$ cat src/include/rsl_pkg.sv
// Purpose: shared types and constants for the rs-485 slave link
// Assumes: 10 MHz system clock, 32-entry buffer of 9-bit request words
// Notes:   all line timing is derived from the clock rate
package rsl_pkg;

    // ----------------------------------------------------------------
    // timing
    // ----------------------------------------------------------------
    localparam int unsigned CLK_FREQ_HZ   = 10_000_000;
    localparam int unsigned MS_PER_S      = 1000;
    localparam int unsigned DETECT_STEP_MS = 100;   // 0.1 s per step
    localparam int unsigned GAP_BITS      = 35;     // 3.5 characters

    // ----------------------------------------------------------------
    // setting limits and codes
    // ----------------------------------------------------------------
    localparam logic [4:0] STATION_MIN = 5'h01;
    localparam logic [4:0] STATION_MAX = 5'h1f;
    localparam logic [6:0] WAIT_MIN_MS = 7'h05;
    localparam logic [6:0] WAIT_MAX_MS = 7'h41;
    localparam logic [4:0] TOL_MIN     = 5'h01;
    localparam logic [4:0] TOL_MAX     = 5'h14;
    localparam logic [1:0] PAR_NONE    = 2'h0;
    localparam logic [1:0] PAR_EVEN    = 2'h1;
    localparam logic [1:0] PAR_ODD     = 2'h2;
    localparam int unsigned FIFO_DEPTH = 32;

    // ----------------------------------------------------------------
    // types
    // ----------------------------------------------------------------
    typedef struct packed {
        logic [4:0] station;     // 1..31
        logic [2:0] baud_code;   // 0..5
        logic       stop_two;    // 0: one stop, 1: two stops without parity
        logic [1:0] parity;      // none, even, odd
        logic       width7;      // 0: 8 bits, 1: 7 bits
        logic [7:0] detect_time; // 0.1 s steps, 0 disables
        logic [2:0] fail_code;   // action on link failure
        logic [4:0] tol_count;   // 1..20
        logic [6:0] wait_ms;     // 5..65
    } rsl_cfg_t;

    typedef struct packed {
        logic decel_stop;
        logic coast_stop;
        logic emerg_stop;
        logic warn;
        logic run_second_analog_input;
    } rsl_action_t;

    typedef struct packed {
        logic       first;       // station byte of a request
        logic [7:0] data;
    } rsl_word_t;

    typedef enum logic [2:0] {
        LS_IDLE  = 3'h0,
        LS_START = 3'h1,
        LS_DATA  = 3'h3,
        LS_PAR   = 3'h2,
        LS_STOP  = 3'h6
    } rsl_state_t;

endpackage
$ cat src/core/rsl_link.sv
// Behaviour
// characters framed by start and stop bits, no clock line
// station setting 1..31; only requests to own station are answered
// baud codes 0..5 give 1200, 2400, 4800, 9600, 19200, 38400 bps
// stop setting 0 sends one stop bit, 1 sends two
// parity code 0 none, 1 even, 2 odd, generated and checked
// with parity selected exactly one stop bit is used
// width code 0 gives eight data bits, 1 gives seven
// failure action code selects decel, coast, emergency, warn, alt run
// errors are counted; alarm once count exceeds tolerance
// response start delayed by wait time after request end
// master receive time-out longer than our wait time
// one master, at most 31 slaves with distinct stations
// requests served whatever command source is selected
// wait time held within 5..65 ms
// fault tolerance count held within 1..20
// detection time 0.0..25.5 s in 0.1 s steps
// failure when no valid own request within detect time; 0 disables
//
// Purpose: rs-485 slave character link with request buffer and fault logic
// Assumes: line inputs synchronous to clk; one master on the bus
// Notes:   request end is a 3.5 character idle gap on the line

// ----------------------------------------------------------------
// request buffer
// ----------------------------------------------------------------
module rsl_fifo #(
    parameter int unsigned WIDTH = 9,
    parameter int unsigned DEPTH = 32
) (
    // clock and reset
    input  wire logic             clk,
    input  wire logic             rstn,
    // fill side
    input  wire logic             in_valid,
    output logic                  in_ready,
    input  wire logic [WIDTH-1:0] in_data,
    // drain side
    output logic                  out_valid,
    input  wire logic             out_ready,
    output logic [WIDTH-1:0]      out_data
);
    localparam int unsigned AW = $clog2(DEPTH);

    logic [WIDTH-1:0] mem_q [DEPTH];
    logic [AW-1:0]    wr_q;
    logic [AW-1:0]    rd_q;
    logic [AW:0]      cnt_q;
    logic             push;
    logic             pop;

    // honest flags from the fill count
    assign in_ready  = (cnt_q != (AW+1)'(DEPTH));
    assign out_valid = (cnt_q != '0);
    assign out_data  = mem_q[rd_q];
    assign push      = in_valid && in_ready;
    assign pop       = out_valid && out_ready;

    // storage, no reset needed on data
    always_ff @(posedge clk)
    begin
        if (push)
            mem_q[wr_q] <= in_data;
    end

    // pointers and fill count
    always_ff @(posedge clk or negedge rstn)
    begin
        if (!rstn)
        begin
            wr_q  <= '0;
            rd_q  <= '0;
            cnt_q <= '0;
        end
        else
        begin
            if (push)
                wr_q <= wr_q + 1'b1;
            if (pop)
                rd_q <= rd_q + 1'b1;
            if (push && !pop)
                cnt_q <= cnt_q + 1'b1;
            else if (pop && !push)
                cnt_q <= cnt_q - 1'b1;
        end
    end
endmodule

// ----------------------------------------------------------------
// link core
// ----------------------------------------------------------------
module rsl_link import rsl_pkg::*; #(
    parameter int unsigned CLK_HZ = CLK_FREQ_HZ
) (
    // clock and reset
    input  wire logic        clk,
    input  wire logic        rstn,
    // settings
    input  wire rsl_cfg_t    cfg,
    // rs-485 line, driver enable high while sending
    input  wire logic        line_rx,
    output logic             line_tx,
    output logic             line_tx_en,
    // received request bytes
    output logic             req_valid,
    input  wire logic        req_ready,
    output rsl_word_t        req_word,
    // response bytes
    input  wire logic        rsp_valid,
    output logic             rsp_ready,
    input  wire logic [7:0]  rsp_data,
    // status and drive control
    input  wire logic        stop_key,
    input  wire logic        fault_clear,
    output logic             comm_fail,
    output logic             fault_alarm,
    output logic [4:0]       err_count,
    output rsl_action_t      action
);
    localparam int unsigned MS_CYC  = CLK_HZ / MS_PER_S;
    localparam int unsigned DET_CYC = MS_CYC * DETECT_STEP_MS;

    // bit period in clocks for a baud code
    function automatic logic [15:0] bit_div(input logic [2:0] code);
        int unsigned b;
        case (code)
            3'h0: b = 1200;
            3'h1: b = 2400;
            3'h2: b = 4800;
            3'h3: b = 9600;
            3'h4: b = 19200;
            3'h5: b = 38400;
            default: b = 9600;  // undefined codes fall back to a safe rate
        endcase
        return 16'(CLK_HZ / b);
    endfunction

    // parity bit to send or expect for a character
    function automatic logic par_of(input logic [7:0] d, input logic odd);
        return (^d) ^ odd;
    endfunction

    function automatic logic [6:0] clamp7(input logic [6:0] v,
                                          input logic [6:0] lo,
                                          input logic [6:0] hi);
        return (v < lo) ? lo : ((v > hi) ? hi : v);
    endfunction

    logic [15:0] div;
    logic        par_en;
    logic [3:0]  nbits;
    logic [6:0]  tol_full;
    logic [4:0]  tol;
    logic        station_ok;
    assign div        = bit_div(cfg.baud_code);
    assign par_en     = (cfg.parity == PAR_EVEN) || (cfg.parity == PAR_ODD);
    assign nbits      = cfg.width7 ? 4'h7 : 4'h8;
    assign tol_full   = clamp7({2'h0, cfg.tol_count}, {2'h0, TOL_MIN},
                               {2'h0, TOL_MAX});
    assign tol        = tol_full[4:0];
    assign station_ok = (cfg.station >= STATION_MIN) &&
                        (cfg.station <= STATION_MAX);

    // ----------------------------------------------------------------
    // receiver
    // ----------------------------------------------------------------
    rsl_state_t  rx_st_q;
    logic [15:0] rx_cnt_q;
    logic [3:0]  rx_bit_q;
    logic [7:0]  rx_sh_q;
    logic        rx_par_q;
    logic        rx_done;
    logic        rx_err;
    logic [7:0]  rx_byte;

    assign rx_byte = cfg.width7 ? {1'b0, rx_sh_q[7:1]} : rx_sh_q;
    assign rx_done = (rx_st_q == LS_STOP) && (rx_cnt_q == '0);
    assign rx_err  = rx_done && (!line_rx ||
                     (par_en && (rx_par_q !=
                      par_of(rx_byte, cfg.parity == PAR_ODD))));

    // start, data, parity and stop sampled mid-bit
    always_ff @(posedge clk or negedge rstn)
    begin
        if (!rstn)
        begin
            rx_st_q  <= LS_IDLE;
            rx_cnt_q <= '0;
            rx_bit_q <= '0;
            rx_sh_q  <= '0;
            rx_par_q <= 1'b0;
        end
        else if (rx_st_q != LS_IDLE && rx_cnt_q != '0)
            rx_cnt_q <= rx_cnt_q - 1'b1;
        else
        begin
            case (rx_st_q)
                LS_IDLE:
                    if (!line_rx)
                    begin
                        rx_st_q  <= LS_START;
                        rx_cnt_q <= div >> 1;
                    end
                LS_START:
                begin
                    // a short low pulse is noise, not a start bit
                    rx_st_q  <= line_rx ? LS_IDLE : LS_DATA;
                    rx_cnt_q <= div - 1'b1;
                    rx_bit_q <= '0;
                end
                LS_DATA:
                begin
                    rx_sh_q  <= {line_rx, rx_sh_q[7:1]};
                    rx_bit_q <= rx_bit_q + 1'b1;
                    rx_cnt_q <= div - 1'b1;
                    if (rx_bit_q == nbits - 1'b1)
                        rx_st_q <= par_en ? LS_PAR : LS_STOP;
                end
                LS_PAR:
                begin
                    rx_par_q <= line_rx;
                    rx_cnt_q <= div - 1'b1;
                    rx_st_q  <= LS_STOP;
                end
                LS_STOP:
                    rx_st_q <= LS_IDLE;
                default:
                    rx_st_q <= LS_IDLE;
            endcase
        end
    end

    // ----------------------------------------------------------------
    // request framing and address filter
    // ----------------------------------------------------------------
    logic [19:0] gap_q;
    logic        in_frame_q;
    logic        first_q;
    logic        match_q;
    logic        bad_q;
    logic        frame_end;
    logic        push;
    logic        fifo_ready;
    logic        addr_hit;

    assign frame_end = in_frame_q && (gap_q == 20'(div * GAP_BITS));
    assign addr_hit  = first_q && station_ok && (rx_byte[4:0] ==
                       cfg.station) && (rx_byte[7:5] == 3'h0);
    // own requests pass whatever source drives the motor
    assign push      = rx_done && !rx_err && (addr_hit || (!first_q &&
                       match_q));

    // idle gap closes the request
    always_ff @(posedge clk or negedge rstn)
    begin
        if (!rstn)
        begin
            gap_q      <= '0;
            in_frame_q <= 1'b0;
            first_q    <= 1'b1;
            match_q    <= 1'b0;
            bad_q      <= 1'b0;
        end
        else
        begin
            if (rx_st_q != LS_IDLE || !line_rx)
                gap_q <= '0;
            else if (!frame_end)
                gap_q <= gap_q + 1'b1;
            if (rx_done)
            begin
                in_frame_q <= 1'b1;
                first_q    <= 1'b0;
                if (first_q)
                    match_q <= addr_hit && !rx_err;
                if (rx_err || (push && !fifo_ready))
                    bad_q <= 1'b1;
            end
            else if (frame_end)
            begin
                in_frame_q <= 1'b0;
                first_q    <= 1'b1;
                bad_q      <= 1'b0;
            end
        end
    end

    logic good_req;
    assign good_req = frame_end && match_q && !bad_q;

    rsl_fifo #(
        .WIDTH ($bits(rsl_word_t)),
        .DEPTH (FIFO_DEPTH)
    ) u_req_fifo (
        .clk       (clk),
        .rstn      (rstn),
        .in_valid  (push),
        .in_ready  (fifo_ready),
        .in_data   ({first_q, rx_byte}),
        .out_valid (req_valid),
        .out_ready (req_ready),
        .out_data  (req_word)
    );

    // ----------------------------------------------------------------
    // error count and alarm
    // ----------------------------------------------------------------
    // overflow of the buffer counts too: the master must repeat
    always_ff @(posedge clk or negedge rstn)
    begin
        if (!rstn)
            err_count <= '0;
        else if (rx_done && (rx_err || (push && !fifo_ready)) &&
                 err_count != '1)
            err_count <= err_count + 1'b1;
        else if (fault_clear)
            err_count <= '0;
    end

    always_ff @(posedge clk or negedge rstn)
    begin
        if (!rstn)
            fault_alarm <= 1'b0;
        else
            fault_alarm <= (err_count > tol);
    end

    // ----------------------------------------------------------------
    // response wait
    // ----------------------------------------------------------------
    logic [23:0] ms_cnt_q;
    logic [6:0]  wait_q;
    logic        waiting_q;
    logic        permit_q;

    // prescaler restarts at request end so the delay is exact
    always_ff @(posedge clk or negedge rstn)
    begin
        if (!rstn)
        begin
            ms_cnt_q  <= '0;
            wait_q    <= '0;
            waiting_q <= 1'b0;
            permit_q  <= 1'b0;
        end
        else if (good_req)
        begin
            ms_cnt_q  <= 24'(MS_CYC - 1);
            wait_q    <= clamp7(cfg.wait_ms, WAIT_MIN_MS,
                                WAIT_MAX_MS);
            waiting_q <= 1'b1;
            permit_q  <= 1'b0;
        end
        else if (in_frame_q)
            permit_q <= 1'b0; // a new request withdraws the answer
        else if (waiting_q)
        begin
            if (ms_cnt_q != '0)
                ms_cnt_q <= ms_cnt_q - 1'b1;
            else if (wait_q == 7'h01)
            begin
                waiting_q <= 1'b0;
                permit_q  <= 1'b1;
            end
            else
            begin
                wait_q   <= wait_q - 1'b1;
                ms_cnt_q <= 24'(MS_CYC - 1);
            end
        end
    end

    // ----------------------------------------------------------------
    // transmitter
    // ----------------------------------------------------------------
    rsl_state_t  tx_st_q;
    logic [15:0] tx_cnt_q;
    logic [3:0]  tx_bit_q;
    logic [7:0]  tx_sh_q;
    logic        tx_par_q;
    logic        tx_stop2_q;

    assign rsp_ready = permit_q && (tx_st_q == LS_IDLE) && !in_frame_q;

    always_ff @(posedge clk or negedge rstn)
    begin
        if (!rstn)
        begin
            tx_st_q    <= LS_IDLE;
            tx_cnt_q   <= '0;
            tx_bit_q   <= '0;
            tx_sh_q    <= '0;
            tx_par_q   <= 1'b0;
            tx_stop2_q <= 1'b0;
            line_tx    <= 1'b1;
            line_tx_en <= 1'b0;
        end
        else if (tx_st_q != LS_IDLE && tx_cnt_q != '0)
            tx_cnt_q <= tx_cnt_q - 1'b1;
        else
        begin
            tx_cnt_q <= div - 1'b1;
            case (tx_st_q)
                LS_IDLE:
                begin
                    line_tx    <= 1'b1;
                    line_tx_en <= 1'b0;
                    if (rsp_valid && rsp_ready)
                    begin
                        tx_st_q    <= LS_START;
                        tx_sh_q    <= cfg.width7 ? {1'b0, rsp_data[6:0]}
                                                 : rsp_data;
                        tx_par_q   <= par_of(cfg.width7 ?
                                      {1'b0, rsp_data[6:0]} : rsp_data,
                                      cfg.parity == PAR_ODD);
                        tx_stop2_q <= cfg.stop_two && !par_en;
                        line_tx    <= 1'b0;
                        line_tx_en <= 1'b1;
                        tx_bit_q   <= '0;
                    end
                end
                LS_START:
                begin
                    tx_st_q  <= LS_DATA;
                    line_tx  <= tx_sh_q[0];
                    tx_sh_q  <= tx_sh_q >> 1;
                    tx_bit_q <= tx_bit_q + 1'b1;
                end
                LS_DATA:
                    if (tx_bit_q == nbits)
                    begin
                        tx_st_q <= par_en ? LS_PAR : LS_STOP;
                        line_tx <= par_en ? tx_par_q : 1'b1;
                    end
                    else
                    begin
                        line_tx  <= tx_sh_q[0];
                        tx_sh_q  <= tx_sh_q >> 1;
                        tx_bit_q <= tx_bit_q + 1'b1;
                    end
                LS_PAR:
                begin
                    tx_st_q <= LS_STOP;
                    line_tx <= 1'b1;
                end
                LS_STOP:
                    if (tx_stop2_q)
                        tx_stop2_q <= 1'b0;
                    else
                        tx_st_q <= LS_IDLE;
                default:
                    tx_st_q <= LS_IDLE;
            endcase
        end
    end

    // ----------------------------------------------------------------
    // silence watchdog and failure action
    // ----------------------------------------------------------------
    logic [23:0] det_cnt_q;
    logic [7:0]  det_steps_q;

    // counts 0.1 s steps since the last good own request
    always_ff @(posedge clk or negedge rstn)
    begin
        if (!rstn)
        begin
            det_cnt_q   <= '0;
            det_steps_q <= '0;
        end
        else if (good_req || cfg.detect_time == '0)
        begin
            det_cnt_q   <= '0;
            det_steps_q <= '0;
        end
        else if (det_cnt_q == 24'(DET_CYC - 1))
        begin
            det_cnt_q <= '0;
            if (det_steps_q != '1)
                det_steps_q <= det_steps_q + 1'b1;
        end
        else
            det_cnt_q <= det_cnt_q + 1'b1;
    end

    // action latched at failure; alternate run ends on the stop key
    always_ff @(posedge clk or negedge rstn)
    begin
        if (!rstn)
        begin
            comm_fail <= 1'b0;
            action    <= '0;
        end
        else if (!comm_fail && cfg.detect_time != '0 &&
                 det_steps_q >= cfg.detect_time)
        begin
            comm_fail <= 1'b1;
            action    <= '0;
            case (cfg.fail_code)
                3'h0: action.decel_stop <= 1'b1;
                3'h1: action.coast_stop <= 1'b1;
                3'h2: action.emerg_stop <= 1'b1;
                3'h3: action.warn       <= 1'b1;
                3'h4:
                begin
                    action.warn                    <= 1'b1;
                    action.run_second_analog_input <= 1'b1;
                end
                default: action.decel_stop <= 1'b1;
            endcase
        end
        else if (fault_clear)
        begin
            comm_fail <= 1'b0;
            action    <= '0;
        end
        else if (stop_key)
            action.run_second_analog_input <= 1'b0;
    end

    // ----------------------------------------------------------------
    // checks
    // ----------------------------------------------------------------
    start_low_a: assert property (@(posedge clk) disable iff (!rstn)
        tx_st_q == LS_START |-> line_tx == 1'b0 && line_tx_en)
        else $error("start bit not low");
    own_station_a: assert property (@(posedge clk) disable iff (!rstn)
        push && first_q |-> rx_byte[4:0] == cfg.station && station_ok)
        else $error("foreign station accepted");
    one_stop_a: assert property (@(posedge clk) disable iff (!rstn)
        tx_st_q == LS_PAR ##1 tx_st_q == LS_STOP |-> !tx_stop2_q)
        else $error("two stops with parity");
    seven_bit_a: assert property (@(posedge clk) disable iff (!rstn)
        push && cfg.width7 |-> rx_byte[7] == 1'b0)
        else $error("eighth bit in seven bit mode");
    alarm_set_a: assert property (@(posedge clk) disable iff (!rstn)
        err_count > tol ##1 err_count > tol |-> fault_alarm)
        else $error("alarm missing");
    wait_gate_a: assert property (@(posedge clk) disable iff (!rstn)
        $rose(line_tx_en) |-> $past(permit_q) && !$past(waiting_q))
        else $error("reply before wait time");
    no_early_a: assert property (@(posedge clk) disable iff (!rstn)
        good_req |=> !permit_q [*5])
        else $error("wait shorter than minimum");
    fail_cause_a: assert property (@(posedge clk) disable iff (!rstn)
        $rose(comm_fail) |-> $past(cfg.detect_time) != 8'h00)
        else $error("failure with watchdog off");
    coast_code_a: assert property (@(posedge clk) disable iff (!rstn)
        $rose(action.coast_stop) |-> $past(cfg.fail_code) == 3'h1)
        else $error("coast with wrong code");
endmodule

$ cat config.mk
export PLATFORM = sky130hd
export DESIGN_NAME = rsl_link
export DESIGN_NICKNAME = d
export VERILOG_FILES = /design/src/include/rsl_pkg.sv /design/src/core/rsl_link.sv
export SDC_FILE = /design/constraint.sdc
export NUM_CORES = 1
export LEC_CHECK = 0
export BUFFER_PORTS_ARGS = -buffer_cell sky130_fd_sc_hd__buf_2
export CAP_MARGIN = 20
export CORE_MARGIN = 2
export CORE_UTILIZATION = 50
export DETAILED_ROUTE_END_ITERATION = 10
export HOLD_SLACK_MARGIN = 0.03
export PLACE_DENSITY_LB_ADDON = 0.08
export SLEW_MARGIN = 5
export SYNTH_ARGS = -nofsm -noshare
export SYNTH_HDL_FRONTEND = slang
export SYNTH_SLANG_ARGS = --single-unit
$ cat constraint.sdc
create_clock -name clk -period 7.9 [get_ports clk]
set_input_delay 1.58 -clock clk [delete_from_list [all_inputs] [get_ports clk]]
set_output_delay 1.58 -clock clk [all_outputs]
set_load 0.03 [all_outputs]
== Word level (Yosys, flattened, before mapping) ==
Memory sizes are Yosys's and may differ from the RTL's.
Index checks and enable logic that the tools add are counted.
Storage, ports and cells
  memory bits (read-only): 0
  register bits after elaboration: 184
  bits in writable memories: 288
  memories: 1
  bits in latches: 0
  output and inout port bits: 25
Memory list
  u_req_fifo.mem_q: depth 32, width 9, rd ports 1, clocked after memory_dff 0, write ports 1, line rsl_link.sv:45  | logic [WIDTH-1:0] mem_q [DEPTH];
Operators by class
  equal/unequal tests: 42
  div/mod/pow operators: 1
  reduce and logical (&&, ||, !) cells: 95
  add/subtract/negate cells: 16
  multipliers: 1
  $lt $le $gt $ge: 8
  multiplexer cells: 85
  bitwise operators: 4
  shift-type cells: 0
Operator list (number)
  24-bit 2-to-1 mux: 7
  16-bit case mux with 5 select lines: 1
  8-bit 2-to-1 mux: 7
  7-bit 2-to-1 mux: 7
  16-bit 2-to-1 mux: 3
  16-bit by 1-bit subtractor with 16-bit output (second input constant): 3
  20-bit 2-to-1 mux: 2
  24-bit by 32-bit divider with 32-bit output (first input constant): 1
  1-bit 2-to-1 mux: 32
  16-bit case mux with 2 select lines: 1
  16-bit nonzero test: 2
  1-bit logical AND: 29
  5-bit 2-to-1 mux: 5
  24-bit by 1-bit adder with 24-bit output (second input constant): 1
  24-bit by 20-bit == test with 1-bit output (second input constant): 1
  8-bit case mux with 3 select lines: 1
  24-bit nonzero test: 1
  24-bit by 1-bit subtractor with 24-bit output (second input constant): 1
  3-bit by 2-bit == test with 1-bit output (second input constant): 7
  3-bit nonzero test: 7
  20-bit by 1-bit adder with 20-bit output (second input constant): 1
  20-bit == test: 1
  16-bit by 6-bit multiplier with 20-bit output (second input constant): 1
  3-bit 2-to-1 mux: 6
  56 further kinds: 124

== Logic depth before layout (Yosys ltp) ==
  depth after elaboration: 15
  mapped depth: 321
  mapped depth without buffers: 285

== Modules after synthesis ==
From an unflattened synthesis, not the netlist that was laid out.
Second synthesis, totals
  cell total of the unflattened synthesis: 4370
  area total of the unflattened synthesis: 41039.4 sq um
By module, submodules not included
  rsl_link: times used 1, cells each 3759, area each 28917.7 sq um
  rsl_fifo: times used 1, cells each 611, area each 12121.6 sq um

== Worst setup path after synthesis ==
No wires, ideal clock.
  path kind: input to register
  start: in cfg[27] in the netlist's numbering
  end: reg ms_cnt_q[8]
  slack: -50652 ps
  data required time: 7775 ps
  cell stages on the path: 302
  arrival: 58428 ps
  setup time: 125 ps
  cells stage by stage: buf_2 -> buf_1 -> clkbuf_1 -> nor2_1 -> o21bai_1 -> nand2_1 -> ha_1 -> nor2_1 -> nor2_1 -> o31ai_1 -> inv_1 -> and2_1 -> ha_1 -> o211a_1 -> o2111ai_1 -> a21oi_1 -> nor2_1 -> clkinv_1 -> [... 266 more ...] -> a21o_1 -> a21oi_1 -> o21ai_0 -> a21oi_1 -> o21bai_1 -> a21oi_1 -> nor2b_1 -> o21ai_0 -> nand3_1 -> a31o_2 -> xnor2_1 -> or4_1 -> nor4_1 -> nand3_4 -> a211o_1 -> buf_6 -> a211oi_2 -> mux2_2
On the way
  cells in the longest elaborated chain, start to end: 10
RTL lines
  start, declared: line rsl_link.sv:99  | input wire rsl_cfg_t cfg,
  3-bit == test (tied with other cells): line rsl_link.sv:126  | case (code)
  16-bit case mux with 5 select lines (*): line rsl_link.sv:126
  24-bit by 32-bit divider with 32-bit output (*): line rsl_link.sv:135  | return 16'(CLK_HZ / b);
  16-bit by 6-bit multiplier with 20-bit output (*): line rsl_link.sv:246  | assign frame_end = in_frame_q && (gap_q == 20'(div * GAP_BITS));
  20-bit == test (*): line rsl_link.sv:246
  1-bit logical AND (*): line rsl_link.sv:246
  1-bit logical AND (*) (2 in a row): line rsl_link.sv:289  | assign good_req = frame_end && match_q && !bad_q;
  3-bit inequality test (no line) (tied with other cells)
  3-bit AND reduction (no line)
  end signal, assigned: line rsl_link.sv:348  | ms_cnt_q <= 24'(MS_CYC - 1);
  end signal, assigned: line rsl_link.sv:359  | ms_cnt_q <= ms_cnt_q - 1'b1;
  end signal, assigned: line rsl_link.sv:368  | ms_cnt_q <= 24'(MS_CYC - 1);
  end, declared: line rsl_link.sv:331  | logic [23:0] ms_cnt_q;
Mark *: on every way between the ends. The rest lies on a longest branch, timed or not.
A chain may end at the register's enable or synchronous reset.

== Worst setup path in the final report ==
  start: in cfg[27] in the netlist's numbering
  end: reg det_cnt_q[15]
On the way
  cells in the longest elaborated chain, start to end: 10
RTL lines
  3-bit == test (tied with other cells): line rsl_link.sv:126
  16-bit case mux with 5 select lines (*): line rsl_link.sv:126
  24-bit by 32-bit divider with 32-bit output (*): line rsl_link.sv:135
  16-bit by 6-bit multiplier with 20-bit output (*): line rsl_link.sv:246
  20-bit == test (*): line rsl_link.sv:246
  1-bit logical AND (*): line rsl_link.sv:246
  1-bit logical AND (*) (2 in a row): line rsl_link.sv:289
  1-bit logical OR (*): line rsl_link.sv:471  | else if (good_req || cfg.detect_time == '0)
  24-bit 2-to-1 mux (*): line rsl_link.sv:471
  end signal, assigned: line rsl_link.sv:483  | det_cnt_q <= det_cnt_q + 1'b1;
  end, declared: line rsl_link.sv:460  | logic [23:0] det_cnt_q;
Marks and branches as above.

==> impl_metrics.ini <==
[setup_path]
worst_ep_required_time_ns = 8.33
reg2reg_slack_ns = 2.89
timing.critical_path.arrival_ns = 46.86
cp_slowest_cell = sky130_fd_sc_hd__or4_4
timing.setup.critical_path_class = primary input to register
setup.worst_path.start = cfg[27]
max_stage_delay_ns = 0.52
path_max_fanout = 11
r2r_start = ms_cnt_q[3]
critPathCaptureType = register
worst_setup_path_start_kind = primary input
critical_path.most_common_cell = sky130_fd_sc_hd__buf_4

[synth]
synthesis.instances = 4318
yosys.area.top_type = sky130_fd_sc_hd__edfxtp_1
yosysMostFrequentCell = sky130_fd_sc_hd__nor2_1
synth_enable_flop_cells = 288
synth_area_sq_mm = 0.03998
synth_top_area_share = 0.2163
async_reset_ff_frac = 0.3898
ys.warnings.count = 0
synth_area_per_cell_sq_um = 9.259
seq_area_frac_synth = 0.3316
ys_types = 131
synth_flop_cell = sky130_fd_sc_hd__edfxtp_1
netlist_top_cells_area = sky130_fd_sc_hd__edfxtp_1 (22%), sky130_fd_sc_hd__dfrtp_1 (11%), sky130_fd_sc_hd__ha_1 (9.1%)
synth_seq_cells = 472
ys_top_cells_by_count = sky130_fd_sc_hd__nor2_1 (393), sky130_fd_sc_hd__nand2_1 (359), sky130_fd_sc_hd__a21oi_1 (299), sky130_fd_sc_hd__ha_1 (290), sky130_fd_sc_hd__edfxtp_1 (288)

[floorplanning]
die_x_um = 286.8
start_util = 0.5052
fp-row-count = 103
core_region_area_sq_mm = 0.07913
die_h_um = 286.8
dieArea_sq_mm = 0.08223
ios = 75

[drt]
totalWireLength_um = 135200
num_vias = 39481
routed_via_density = 5.821
route.detailed.drc = 0
route.detailed.wl_per_inst_um = 19.93
drtIter0Drc = 3138
first_pass_iters = 6
antenna_violating_nets_post_route = 0

[status]
failed_checks = negative setup slack
status = finished, violations left

[layout]
area.sequential_sq_mm = 0.01326
fillCellCount = 6041
finish.instance_area_sq_mm = 0.05651
synthToLayoutAreaGrowth_pct = 41.34
area_of_combinational_cells_with_multiple_inputs_sq_mm = 0.02799
layout.nets = 6048
layout-drive-gt1-share = 0.3946

[sta]
worst_slew_margin_rel = 0.2406
worstMarginPinSlew_ns = 1.139
hold_viol_final = 0
clock.fmax_mhz = 21.54
final_min_period_over_clock_period = 5.876
fin_setup_tns_ns = -4353.18
finalMaxSlewViolations = 0
rsz0062_at_grt = yes
timing.final.setup_violations = 119
final.min_clock_period_ns = 46.42
skew_ns = 0.02139
postLayoutSetupSlackWorst_ns = -38.52

[global_route]
grt_pass1_wl_um = 208500
grt_overflow = 0
grt_max_degree = 117
global_route_usage_sum = 0.3170
grt_antenna_before_repair = 1
grt_pass1_vias = 38751

[placement]
finalWeightedCongestion = 0.9326
post-dp-hpwl_um = 93810
placement.io_buffers = 74
placement.cell_area_sq_mm = 0.05063

[clocking]
number_of_h_tree_branching_levels = 2
post_cts_hold_buffer_count = 0
worst_skew_pair.late_latency_ns = 0.56
clockRootBuffer = sky130_fd_sc_hd__clkbuf_16
tritoncts = done
cts.sink_count = 472
clockBufferDepth = 3
cts_made_buffers = 42
clk_pin_slew_ns = 0.06

[worst_hold_path]
min_from = det_cnt_q[0]
min-delay-path-class = register to register

[flow_run]
drv.max_cap_violation_count = 0
## registers in the layout, indices dropped and copies added, names as in the netlist, 3 cells and up
register          count
rx_sh_q               8
action                5
wait_q                7
u_req_fifo.rd_q       5
tx_cnt_q             16
ms_cnt_q             24
gap_q                20
err_count             5
u_req_fifo.mem_q    288
tx_bit_q              4
det_cnt_q            24
u_req_fifo.wr_q       5
rx_cnt_q             16
det_steps_q           8
rx_st_q               3
tx_sh_q               8
rx_bit_q              4
tx_st_q               3
u_req_fifo.cnt_q      6
## layout by cell type, fill, tap and decap left out, types with 30 or more instances in the layout
cell	instances
sky130_fd_sc_hd__a21oi_2	66
sky130_fd_sc_hd__nand3b_1	39
sky130_fd_sc_hd__nand2_1	331
sky130_fd_sc_hd__mux2_2	49
sky130_fd_sc_hd__inv_1	170
sky130_fd_sc_hd__a31oi_1	49
sky130_fd_sc_hd__dfrtp_1	180
sky130_fd_sc_hd__xnor2_1	181
sky130_fd_sc_hd__nor2_1	322
sky130_fd_sc_hd__o21ai_2	33
sky130_fd_sc_hd__and2_1	52
sky130_fd_sc_hd__xor2_1	84
sky130_fd_sc_hd__o21ai_0	166
sky130_fd_sc_hd__mux2i_1	70
sky130_fd_sc_hd__nand4_1	48
sky130_fd_sc_hd__o211ai_1	30
sky130_fd_sc_hd__and3_1	33
sky130_fd_sc_hd__ha_4	33
sky130_fd_sc_hd__a21o_1	97
sky130_fd_sc_hd__a211oi_1	36
sky130_fd_sc_hd__nor4_1	31
sky130_fd_sc_hd__clkbuf_16	45
sky130_fd_sc_hd__mux4_2	90
sky130_fd_sc_hd__nor2_4	45
sky130_fd_sc_hd__edfxtp_1	288
sky130_fd_sc_hd__nand3_1	100
sky130_fd_sc_hd__a21oi_1	220
sky130_fd_sc_hd__nand2b_1	69
sky130_fd_sc_hd__buf_2	70
sky130_fd_sc_hd__nor3_1	125
sky130_fd_sc_hd__o21ai_1	45
sky130_fd_sc_hd__o21a_1	50
sky130_fd_sc_hd__buf_4	1371
sky130_fd_sc_hd__ha_1	252
sky130_fd_sc_hd__or3_1	49
sky130_fd_sc_hd__nor2b_1	38
## final timing paths
kind,end,depth (start not counted)
worst min-delay path,det_cnt_q[0],1
max in group asynchronous,u_req_fifo.wr_q[2],2
worst max register to register,wait_q[5],19
worst max-delay path,det_cnt_q[15],281
worst min register to register,det_cnt_q[0],1
min in group asynchronous,action[2],1
## timing repair
item                       CTS  global route
setup endpoints to repair  119           119
pin swaps                  132           144
gates resized for setup    217           282
buffers inserted           195            72
cloned                       8             3
## cell type report
cell class	instances	share of cell area
Clock inverter	16	0.003964
Multi-Input combinational cell	3480	0.4953
Tap cell	1050	0.02325
Clock buffer	62	0.02232
Antenna cell	2	0.00008857
Timing Repair inverter	1	0.0001329
Timing Repair Buffer	1501	0.2063
Sequential cell	472	0.2347
Inverter	198	0.01395
## worst max-delay path: cells and delay by family
family,cells,cell delay (ns)
muxes,7,1.70
AOI/OAI and AO/OA,109,18.16
xor gates and xnor gates,4,0.55
buffers and inverters,52,5.98
adders and majority gates,22,6.08
and+or+nand+nor,87,12.81
## layer usage
metal  wire length [um]  vias to the layer above  share of wire  global-route usage
li1                   -                    18877              -                   -
met1              58010                    19090           0.43              0.4224
met2              64770                     1232           0.48              0.5424
met3               6793                      282          0.050             0.02480
met4               5601                        0          0.041              0.1130
met5                  0                        -              0                   0
## cell families (layout without fill, tap and decap cells)
group / count (synthesis) / count (layout) / share of synthesized area
simple gates: 1531 / 1532 / 0.1955
fa+ha+maj: 302 / 302 / 0.09677
buf+inv: 373 / 1778 / 0.03843
other cells: 2 / 10 / 0.0001879
mux: 236 / 236 / 0.08979
flops: 472 / 472 / 0.3316
xor+xnor: 281 / 281 / 0.06203
compound gates: 1121 / 1121 / 0.1858
## stage by stage
stage                     worst slack [ns]    util  std cells  hold WS [ns]
after detailed placement            -39.76  0.6398       6434        0.4713
after global routing                -40.98  0.7141       6781        0.4994
after CTS                           -37.39  0.6913       6715        0.4851
after floorplan                     -41.75       -       4324        0.4437
after global placement              -38.66  0.6396       6433        0.4644
final                               -38.52  0.7141       6782        0.4855
Power is left out: the tool's default activity adds up to more than one toggle a clock period on the data nets, which glitch-free logic cannot reach.
